$ cat config.mk
export PLATFORM = sky130hd
export DESIGN_NAME = mrsc_core
export DESIGN_NICKNAME = d
export VERILOG_FILES = /design/src/core/mrsc_pkg.sv /design/src/core/mrsc_core.sv
export SDC_FILE = /design/constraint.sdc
export NUM_CORES = 1
export LEC_CHECK = 0
export BUFFER_PORTS_ARGS = -buffer_cell sky130_fd_sc_hd__buf_2
export CAP_MARGIN = 20
export CELL_PAD_IN_SITES_DETAIL_PLACEMENT = 0
export CELL_PAD_IN_SITES_GLOBAL_PLACEMENT = 1
export CORE_AREA = 8 8 108 119
export CTS_CLUSTER_DIAMETER = 40
export DETAILED_ROUTE_END_ITERATION = 16
export DIE_AREA = 0 0 116 127
export PLACE_DENSITY_LB_ADDON = 0.1
export SLEW_MARGIN = 40
export SYNTH_ARGS = -nofsm -noshare
export SYNTH_HDL_FRONTEND = slang
export SYNTH_SLANG_ARGS = --single-unit
$ cat constraint.sdc
create_clock -name ref_clk_in -period 3.7 [get_ports ref_clk_in]
set_clock_uncertainty 0.1 [all_clocks]
set_input_delay 0.185 -clock ref_clk_in [delete_from_list [all_inputs] [get_ports ref_clk_in]]
set_output_delay 0.185 -clock ref_clk_in [all_outputs]
set_load 0.02 [all_outputs]
$ cat src/core/mrsc_pkg.sv
//----------------------------------------------------------------------
// Shared constants and types for the reset and reset-source controller
//----------------------------------------------------------------------
package mrsc_pkg;

	// Register byte offsets on the AXI4-Lite bus
	localparam logic [3:0] MRSC_LVS_OFFSET    = 4'h0;
	localparam logic [3:0] MRSC_FLAGS_OFFSET  = 4'h4;
	localparam logic [3:0] MRSC_STATUS_OFFSET = 4'h8;

	// Selection codes
	localparam logic [7:0] MRSC_LVS_ENABLE  = 8'h5A;
	localparam logic [7:0] MRSC_LVS_DISABLE = 8'hA5;
	localparam logic [7:0] MRSC_LVS_RESET   = 8'h5A;

	// Watchdog control codes (five bits)
	localparam logic [4:0] MRSC_WDC_ENABLE  = 5'h0A;
	localparam logic [4:0] MRSC_WDC_DISABLE = 5'h15;

	// Flag field positions in reset_source_flags
	localparam int MRSC_WRF_BIT  = 0;
	localparam int MRSC_LRF_BIT  = 1;
	localparam int MRSC_LOW_VOLTAGE_EVENT_FLAG_BIT = 2;

	// Status register field positions
	localparam int MRSC_TO_BIT   = 0;
	localparam int MRSC_CORE_BIT = 1;

	// Port register reset value
	localparam logic [7:0] MRSC_PORT_RESET = 8'hFF;

	// Timing, in nanoseconds, and the clock period
	localparam int MRSC_CLK_NS        = 10;
	localparam int MRSC_LVR_FILTER_NS = 1000;
	localparam int MRSC_SRESET_NS     = 500;
	localparam int MRSC_RSTD_NS       = 2000;
	// Least times round up to whole cycles
	localparam int MRSC_LVR_FILTER_CYC = (MRSC_LVR_FILTER_NS + MRSC_CLK_NS - 1) / MRSC_CLK_NS;
	localparam int MRSC_SRESET_CYC     = (MRSC_SRESET_NS + MRSC_CLK_NS - 1) / MRSC_CLK_NS;
	localparam int MRSC_RSTD_CYC       = (MRSC_RSTD_NS + MRSC_CLK_NS - 1) / MRSC_CLK_NS;

	// AXI response codes
	localparam logic [1:0] MRSC_RESP_OKAY   = 2'h0;
	localparam logic [1:0] MRSC_RESP_SLVERR = 2'h2;

	// Power modes
	typedef enum logic [1:0]
	{
		MRSC_MODE_FAST  = 2'h0,
		MRSC_MODE_SLOW  = 2'h1,
		MRSC_MODE_IDLE  = 2'h3,
		MRSC_MODE_SLEEP = 2'h2
	} mrsc_mode_type;

	// Reset sequencer states, Gray except WAIT to RUN, which flips both bits
	typedef enum logic [1:0]
	{
		MRSC_ST_RUN  = 2'h0,
		MRSC_ST_HOLD = 2'h1,
		MRSC_ST_WAIT = 2'h3
	} mrsc_state_type;

	// Reset action outputs travel together
	typedef struct packed
	{
		logic core_reset;
		logic pc_clear;
		logic sp_clear;
		logic ports_preset;
	} mrsc_reset_type;

endpackage

$ cat src/core/mrsc_core.sv
//----------------------------------------------------------------------
// Summary of operation
//----------------------------------------------------------------------
// Summary of operation
// - Power-on reset clears program counter
// - Power-on presets port data, direction high
// - Filtered supply low gives reset, flag
// - Short supply dips are ignored
// - Select code enables, disables, else resets
// - Bad select code resets after delay
// - Bad code sets error flag, software clears
// - Select register powers up enabled
// - No supply reset in sleep or idle
// - Supply reset keeps select register
// - Supply flag sticky until software clears
// - Upper five flag bits read zero
// - Awake watchdog timeout resets, sets flag
// - Asleep timeout clears only PC, SP
// - Bad watchdog code sets its flag
//
// Decided for this implementation: the register offsets and the AXI4-Lite slave port.
`timescale 1ns/10ps
`default_nettype none

module mrsc_core
#(
	parameter int LVR_FILTER_CYC = mrsc_pkg::MRSC_LVR_FILTER_CYC,
	parameter int SRESET_CYC     = mrsc_pkg::MRSC_SRESET_CYC,
	parameter int RSTD_CYC       = mrsc_pkg::MRSC_RSTD_CYC
)
(
	// Clock and reset
	input  wire logic                   ref_clk_in,
	input  wire logic                   rst_n_in,
	// Event sources
	input  wire logic                   supply_low_in,
	input  wire logic                   wdt_overflow_in,
	input  wire logic [4:0]             wdt_control_in,
	input  wire mrsc_pkg::mrsc_mode_type power_mode_in,
	// Reset actions
	output mrsc_pkg::mrsc_reset_type    reset_out,
	output logic                        lvd_enable_out,
	output logic                        timeout_status_flag_out,
	// AXI4-Lite write address and data
	input  wire logic [3:0]             s_axi_awaddr,
	input  wire logic                   s_axi_awvalid,
	output logic                        s_axi_awready,
	input  wire logic [31:0]            s_axi_wdata,
	input  wire logic [3:0]             s_axi_wstrb,
	input  wire logic                   s_axi_wvalid,
	output logic                        s_axi_wready,
	// AXI4-Lite write response
	output logic [1:0]                  s_axi_bresp,
	output logic                        s_axi_bvalid,
	input  wire logic                   s_axi_bready,
	// AXI4-Lite read
	input  wire logic [3:0]             s_axi_araddr,
	input  wire logic                   s_axi_arvalid,
	output logic                        s_axi_arready,
	output logic [31:0]                 s_axi_rdata,
	output logic [1:0]                  s_axi_rresp,
	output logic                        s_axi_rvalid,
	input  wire logic                   s_axi_rready
);

	localparam int CW = 16;

	// Saturating count helper
	function automatic logic [CW-1:0] count_up(input logic [CW-1:0] v, input int lim);
		count_up = (v >= lim[CW-1:0]) ? v : v + 16'h0001;
	endfunction

	//------------------------------------------------------------------
	// Input synchronisers
	//------------------------------------------------------------------
	logic [2:0] low_sync_q;
	logic [2:0] low_sync_d;
	logic [2:0] wdt_sync_q;
	logic [2:0] wdt_sync_d;
	logic       low_s_q;
	logic       low_s_d;
	logic       wdt_s_q;
	logic       wdt_s_d;

	// Shift chains; a change counts once stages two and three agree
	always_comb
	begin
		low_sync_d = {low_sync_q[1:0], supply_low_in};
		wdt_sync_d = {wdt_sync_q[1:0], wdt_overflow_in};
		low_s_d    = (low_sync_q[1] == low_sync_q[2]) ? low_sync_q[2] : low_s_q;
		wdt_s_d    = (wdt_sync_q[1] == wdt_sync_q[2]) ? wdt_sync_q[2] : wdt_s_q;
	end

	always_ff @(posedge ref_clk_in or negedge rst_n_in)
	begin
		if (!rst_n_in)
		begin
			low_sync_q <= 3'h0;
			wdt_sync_q <= 3'h0;
			low_s_q    <= 1'b0;
			wdt_s_q    <= 1'b0;
		end
		else
		begin
			low_sync_q <= low_sync_d;
			wdt_sync_q <= wdt_sync_d;
			low_s_q    <= low_s_d;
			wdt_s_q    <= wdt_s_d;
		end
	end

	//------------------------------------------------------------------
	// Event detection
	//------------------------------------------------------------------
	logic [7:0]                low_voltage_select_q;
	logic [7:0]                low_voltage_select_d;
	logic [CW-1:0]             lvr_cnt_q;
	logic [CW-1:0]             lvr_cnt_d;
	logic [CW-1:0]             lsel_cnt_q;
	logic [CW-1:0]             lsel_cnt_d;
	logic [CW-1:0]             wsel_cnt_q;
	logic [CW-1:0]             wsel_cnt_d;
	logic                      wdt_s_prev_q;
	logic                      asleep;
	logic                      lvs_bad;
	logic                      wdc_bad;
	logic                      ev_lvr;
	logic                      ev_lsel;
	logic                      ev_wsel;
	logic                      ev_wdt;

	always_comb
	begin
		asleep         = (power_mode_in == mrsc_pkg::MRSC_MODE_IDLE) ||
		                 (power_mode_in == mrsc_pkg::MRSC_MODE_SLEEP);
		lvd_enable_out = (low_voltage_select_q == mrsc_pkg::MRSC_LVS_ENABLE) && !asleep;
		lvs_bad        = (low_voltage_select_q != mrsc_pkg::MRSC_LVS_ENABLE) &&
		                 (low_voltage_select_q != mrsc_pkg::MRSC_LVS_DISABLE);
		wdc_bad        = (wdt_control_in != mrsc_pkg::MRSC_WDC_ENABLE) &&
		                 (wdt_control_in != mrsc_pkg::MRSC_WDC_DISABLE);
		// Supply low must persist beyond the filter time
		lvr_cnt_d      = (low_s_q && lvd_enable_out) ? count_up(lvr_cnt_q, LVR_FILTER_CYC + 1) : '0;
		ev_lvr         = (lvr_cnt_q == LVR_FILTER_CYC[CW-1:0]) && low_s_q && lvd_enable_out;
		// Bad codes wait out the software reset delay
		lsel_cnt_d     = lvs_bad ? count_up(lsel_cnt_q, SRESET_CYC + 1) : '0;
		ev_lsel        = lvs_bad && (lsel_cnt_q == SRESET_CYC[CW-1:0]);
		wsel_cnt_d     = wdc_bad ? count_up(wsel_cnt_q, SRESET_CYC + 1) : '0;
		ev_wsel        = wdc_bad && (wsel_cnt_q == SRESET_CYC[CW-1:0]);
		ev_wdt         = wdt_s_q && !wdt_s_prev_q;
	end

	always_ff @(posedge ref_clk_in or negedge rst_n_in)
	begin
		if (!rst_n_in)
		begin
			lvr_cnt_q    <= '0;
			lsel_cnt_q   <= '0;
			wsel_cnt_q   <= '0;
			wdt_s_prev_q <= 1'b0;
		end
		else
		begin
			lvr_cnt_q    <= lvr_cnt_d;
			lsel_cnt_q   <= lsel_cnt_d;
			wsel_cnt_q   <= wsel_cnt_d;
			wdt_s_prev_q <= wdt_s_q;
		end
	end

	//------------------------------------------------------------------
	// Reset sequencer
	//------------------------------------------------------------------
	mrsc_pkg::mrsc_state_type state_q;
	mrsc_pkg::mrsc_state_type state_d;
	logic [CW-1:0]            rstd_cnt_q;
	logic [CW-1:0]            rstd_cnt_d;
	logic                     full_req;
	logic                     por_q;
	logic                     por_d;
	logic                     light_q;
	logic                     light_d;

	// Full resets come from supply, bad codes and awake timeout
	always_comb
	begin
		full_req   = ev_lvr || ev_lsel || ev_wsel || (ev_wdt && !asleep);
		state_d    = state_q;
		rstd_cnt_d = rstd_cnt_q;
		por_d      = por_q;
		light_d    = ev_wdt && asleep;
		unique case (state_q)
			mrsc_pkg::MRSC_ST_RUN:
			begin
				por_d = 1'b0;
				if (full_req)
					state_d = mrsc_pkg::MRSC_ST_HOLD;
			end
			mrsc_pkg::MRSC_ST_HOLD:
			begin
				rstd_cnt_d = '0;
				state_d    = mrsc_pkg::MRSC_ST_WAIT;
			end
			mrsc_pkg::MRSC_ST_WAIT:
			begin
				// Hold core reset for the start-up delay
				rstd_cnt_d = count_up(rstd_cnt_q, RSTD_CYC);
				if (full_req)
					rstd_cnt_d = '0;
				else if (rstd_cnt_q >= RSTD_CYC[CW-1:0] - 16'h0001)
					state_d = mrsc_pkg::MRSC_ST_RUN;
			end
			default:
				state_d = mrsc_pkg::MRSC_ST_HOLD;
		endcase
	end

	always_ff @(posedge ref_clk_in or negedge rst_n_in)
	begin
		if (!rst_n_in)
		begin
			state_q    <= mrsc_pkg::MRSC_ST_HOLD;
			rstd_cnt_q <= '0;
			por_q      <= 1'b1;
			light_q    <= 1'b0;
		end
		else
		begin
			state_q    <= state_d;
			rstd_cnt_q <= rstd_cnt_d;
			por_q      <= por_d;
			light_q    <= light_d;
		end
	end

	// Reset action outputs
	always_comb
	begin
		reset_out.core_reset   = (state_q != mrsc_pkg::MRSC_ST_RUN);
		reset_out.pc_clear     = reset_out.core_reset || light_q;
		reset_out.sp_clear     = reset_out.core_reset || light_q;
		reset_out.ports_preset = reset_out.core_reset;
	end

	//------------------------------------------------------------------
	// Registers and AXI4-Lite slave
	//------------------------------------------------------------------
	logic [2:0]  flags_q;
	logic [2:0]  flags_d;
	logic        to_q;
	logic        to_d;
	logic        bvalid_q;
	logic        bvalid_d;
	logic [1:0]  bresp_q;
	logic [1:0]  bresp_d;
	logic        rvalid_q;
	logic        rvalid_d;
	logic [31:0] rdata_q;
	logic [31:0] rdata_d;
	logic [1:0]  rresp_q;
	logic [1:0]  rresp_d;
	logic        wr_go;
	logic        rd_go;

	always_comb
	begin
		wr_go         = s_axi_awvalid && s_axi_wvalid && !bvalid_q;
		rd_go         = s_axi_arvalid && !rvalid_q;
		s_axi_awready = wr_go;
		s_axi_wready  = wr_go;
		s_axi_arready = rd_go;
		low_voltage_select_d = low_voltage_select_q;
		flags_d       = flags_q;
		to_d          = to_q;
		bvalid_d      = bvalid_q && !s_axi_bready;
		bresp_d       = bresp_q;
		rvalid_d      = rvalid_q && !s_axi_rready;
		rdata_d       = rdata_q;
		rresp_d       = rresp_q;
		// Software writes, byte lane zero
		if (wr_go)
		begin
			bvalid_d = 1'b1;
			bresp_d  = mrsc_pkg::MRSC_RESP_OKAY;
			if (s_axi_awaddr == mrsc_pkg::MRSC_LVS_OFFSET)
			begin
				if (s_axi_wstrb[0])
					low_voltage_select_d = s_axi_wdata[7:0];
			end
			else if (s_axi_awaddr == mrsc_pkg::MRSC_FLAGS_OFFSET)
			begin
				if (s_axi_wstrb[0])
					flags_d = s_axi_wdata[2:0];
			end
			else if (s_axi_awaddr == mrsc_pkg::MRSC_STATUS_OFFSET)
			begin
				if (s_axi_wstrb[0])
					to_d = s_axi_wdata[mrsc_pkg::MRSC_TO_BIT];
			end
			else
				bresp_d = mrsc_pkg::MRSC_RESP_SLVERR;
		end
		// Hardware sets win over software clears
		if (ev_lvr)
			flags_d[mrsc_pkg::MRSC_LOW_VOLTAGE_EVENT_FLAG_BIT] = 1'b1;
		if (ev_lsel)
		begin
			flags_d[mrsc_pkg::MRSC_LRF_BIT] = 1'b1;
			low_voltage_select_d = mrsc_pkg::MRSC_LVS_RESET;
		end
		if (ev_wsel)
			flags_d[mrsc_pkg::MRSC_WRF_BIT] = 1'b1;
		if (ev_wdt)
			to_d = 1'b1;
		if (por_q)
			to_d = 1'b0;
		// Register reads
		if (rd_go)
		begin
			rvalid_d = 1'b1;
			rdata_d  = 32'h0000_0000;
			rresp_d  = mrsc_pkg::MRSC_RESP_OKAY;
			if (s_axi_araddr == mrsc_pkg::MRSC_LVS_OFFSET)
				rdata_d[7:0] = low_voltage_select_q;
			else if (s_axi_araddr == mrsc_pkg::MRSC_FLAGS_OFFSET)
				rdata_d[2:0] = flags_q;
			else if (s_axi_araddr == mrsc_pkg::MRSC_STATUS_OFFSET)
				rdata_d[1:0] = {reset_out.core_reset, to_q};
			else
				rresp_d = mrsc_pkg::MRSC_RESP_SLVERR;
		end
	end

	always_ff @(posedge ref_clk_in or negedge rst_n_in)
	begin
		if (!rst_n_in)
		begin
			low_voltage_select_q <= mrsc_pkg::MRSC_LVS_RESET;
			flags_q              <= 3'h0;
			to_q                 <= 1'b0;
			bvalid_q             <= 1'b0;
			bresp_q              <= 2'h0;
			rvalid_q             <= 1'b0;
			rdata_q              <= 32'h0000_0000;
			rresp_q              <= 2'h0;
		end
		else
		begin
			low_voltage_select_q <= low_voltage_select_d;
			flags_q              <= flags_d;
			to_q                 <= to_d;
			bvalid_q             <= bvalid_d;
			bresp_q              <= bresp_d;
			rvalid_q             <= rvalid_d;
			rdata_q              <= rdata_d;
			rresp_q              <= rresp_d;
		end
	end

	// Bus outputs
	assign s_axi_bvalid            = bvalid_q;
	assign s_axi_bresp             = bresp_q;
	assign s_axi_rvalid            = rvalid_q;
	assign s_axi_rdata             = rdata_q;
	assign s_axi_rresp             = rresp_q;
	assign timeout_status_flag_out = to_q;

endmodule
`default_nettype wire

==> flow_metrics.env <==
export IMPL_async_flop_share=1.00
export IMPL_dr_pass1_iters=4
export IMPL_seq_area_frac_synth=0.533
export IMPL_status="finished, final reports clean"
export IMPL_vias=3177
export IMPL_grt_pass1_vias=3232
export IMPL_clock_sinks=101
export IMPL_cts_buffer_depth=2
export IMPL_num_rows=40
export IMPL_hold_buffers=12
export IMPL_finalCriticalPeriod_ps=2330
export IMPL_fin_crit_sh=0.630
export IMPL_cts_setup_buffers=0
export IMPL_p_int_uw=1970
export IMPL_holdPathStages=2
export IMPL_clkTransAtPathRegs_ps=60
export IMPL_clkLatencyLatePin_ps=340
export IMPL_synth_cells=424
export IMPL_overflow=0
export IMPL_fin_hold_ws_ps=21.1
export IMPL_first_iter_violations=85
export IMPL_worstSetupPathType="flop to flop"
export IMPL_place_congestion=0.818
export IMPL_wl_per_cell_um=14.3
export IMPL_drc_errors=0
export IMPL_root_buffer="clkbuf_16"
export IMPL_leakagePower_uw=0.00268
export IMPL_viasPerCell=4.94
export IMPL_syn_to_final_growth_pct=15.5
export IMPL_grt_usage=0.133
export IMPL_peakVddDrop_v=0.000288
export IMPL_cts_buffers=9
export IMPL_final_nets=560
export IMPL_hold_violations=0
export IMPL_fillers=1002
export IMPL_cts_resized=0
export IMPL_yosys_warnings=0
export IMPL_r2r_slack_ps=1370
export IMPL_worst_hold_path_type="input pin to flop"
export IMPL_cap_violations=0
export IMPL_worstMarginPinSlew_ps=749
export IMPL_stdcell_count=643
export IMPL_grt_pass1_wl_um=15800
export IMPL_worstRegToRegCells=5
export IMPL_fmax_mhz=429
export IMPL_io_buffers=52
export IMPL_slew_violations=0
export IMPL_final_common_cell="dfrtp_1"
export IMPL_cp_arrival_ps=2440
export IMPL_tns_ps=0
export IMPL_cts_tree="done"
export IMPL_power_frac_clock=0.343
export IMPL_io_pins=107
export IMPL_grt_setup_unrepaired="false"
export IMPL_max_slew_margin=0.496
export IMPL_htree_levels=3
export IMPL_design_core_area_um2=10800
export IMPL_p_sw_uw=778
export IMPL_final_cell_mix="dfrtp_1, buf_2, and2_1"
export IMPL_crit_path_max_fanout=8
export IMPL_grt_max_degree=47
export IMPL_start_util=0.440
export IMPL_ys_flop_type="dfrtp_1"
export IMPL_die_w_um=116
export IMPL_startpoint_type="flop"
export IMPL_syn_area_um2=4760
export IMPL_drive_above_1_share=0.196
export IMPL_synth_seq_cells=101
export IMPL_power_per_cell_area_nw_per_um2=501
export IMPL_seqPwrFrac=0.488
export IMPL_p_sw_frac=0.283
export IMPL_grt_antenna_before_repair=0
export IMPL_die_area_um2=14700
export IMPL_dpl_hpwl_um=6650
export IMPL_ant_nets=0
export IMPL_syn_avg_cell_area_um2=11.2
export IMPL_worst_setup_path_end_kind="flop"
export IMPL_setup_violations_final=0
export IMPL_yosysUniqueCellTypes=65
export IMPL_synth_edf_count=0
export IMPL_power_frac_comb=0.169
export IMPL_cp_data_required_time_ps=3810
export IMPL_dp_cells=615
export IMPL_die_h_um=127
export IMPL_num_antenna_cells=0
export IMPL_routed_wl_um=9200
-- through the flow --
step	util	area, µm²	total power [µW]	setup slack (ps)
after floorplan	-	4850	1690	1580
final	0.509	5500	2750	1370
after global routing	0.509	5500	2930	1200
after detailed placement	0.469	5070	1820	1340
after CTS	0.508	5490	2800	1320
after global placement	0.469	5070	1810	1360
-- final cells by class --
cell class	count	area [µm²]	share of cell area
Clock inverter	2	35.0	0.00637
Timing Repair Buffer	66	398	0.0724
Sequential cell	101	2530	0.461
Inverter	19	71.3	0.0130
Clock buffer	14	264	0.0480
Multi-Input combinational cell	294	2010	0.366
Tap cell	147	184	0.0335
-- power groups by stage --
stage	Clock, µW	Combinational [µW]	Sequential, µW
finish	944	466	1340
detailed placement	0	466	1360
global placement	0	452	1360
CTS	980	476	1340
global route	1020	543	1370
floorplan	0	351	1340
-- metal layers --
layer | global-route usage | vias to the layer above | part of all wire
met4 | 0.0565 | 0 | 0.013
met2 | 0.191 | 75 | 0.42
li1 | - | 1573 | -
met1 | 0.184 | 1520 | 0.50
met5 | 0 | - | 0
met3 | 0.0349 | 9 | 0.070
-- state kept, by name, summed over array words and instances (netlist names), 2 cells and up --
name and flops:
s_axi_rdata 8, flags_q 3, wsel_cnt_q 16, low_sync_q 3, lsel_cnt_q 16, lvr_cnt_q 16
state_q 2, wdt_sync_q 3, low_voltage_select_q 8, rstd_cnt_q 16
-- cell usage after synthesis, drive strengths merged (4+ instances only) --
| master | n | area, µm² |
|---|---|---|
| xnor2 | 6 | 52.6 |
| o311ai | 4 | 35.0 |
| dfrtp | 95 | 2380 |
| nand2 | 28 | 105 |
| nand4 | 13 | 81.3 |
| and4bb | 6 | 75.1 |
| nand3 | 6 | 30.0 |
| nand2b | 4 | 25.0 |
| a21oi | 8 | 40.0 |
| dfstp | 6 | 158 |
| inv | 19 | 71.3 |
| nor2 | 35 | 131 |
| clkbuf | 5 | 18.8 |
| or3 | 6 | 38.8 |
| buf | 30 | 223 |
| xor2 | 6 | 52.6 |
| mux2i | 17 | 170 |
| ha | 9 | 113 |
| or4 | 7 | 60.1 |
| a22o | 8 | 70.1 |
| and2 | 38 | 241 |
| o21ai | 6 | 30.0 |
| and3 | 5 | 31.3 |
| nor4 | 11 | 105 |
-- worst max-delay path, stage by stage (launching register included) --
cell	delay (ps)
dfrtp_1	380
nor4_1	600
nand4_1	280
o211a_1	390
nand3_1	320
o311ai_1	140
-- worst paths after layout --
check | startpoint | endpoint
worst max-delay path | wsel_cnt_q[6]$_DFFE_PN0P_ | rstd_cnt_q[4]$_DFFE_PN0P_
worst min-delay path | s_axi_araddr[3] | s_axi_rdata[2]$_DFFE_PN0P_
worst max register to register | wsel_cnt_q[6]$_DFFE_PN0P_ | rstd_cnt_q[4]$_DFFE_PN0P_
worst min register to register | low_sync_q[0]$_DFF_PN0_ | low_sync_q[1]$_DFF_PN0_
max in group asynchronous | rst_n_in | state_q[0]$_DFFE_PN1P_
min in group asynchronous | rst_n_in | wsel_cnt_q[0]$_DFFE_PN0P_
-- logic make-up (layout without fill, tap and decap cells) --
logic type / count (synthesis) / count (layout) / synth area share
and+or+nand+nor: 172 / 172 / 0.219
DFF: 101 / 101 / 0.533
AOI/OAI and AO/OA: 55 / 55 / 0.0939
buffers and inverters: 54 / 101 / 0.0657
muxes: 18 / 18 / 0.0381
xor gates and xnor gates: 12 / 12 / 0.0221
adders and majority gates: 11 / 11 / 0.0279
other: 1 / 26 / 0.000788
Note: power is estimated with default switching activity, not from simulation.
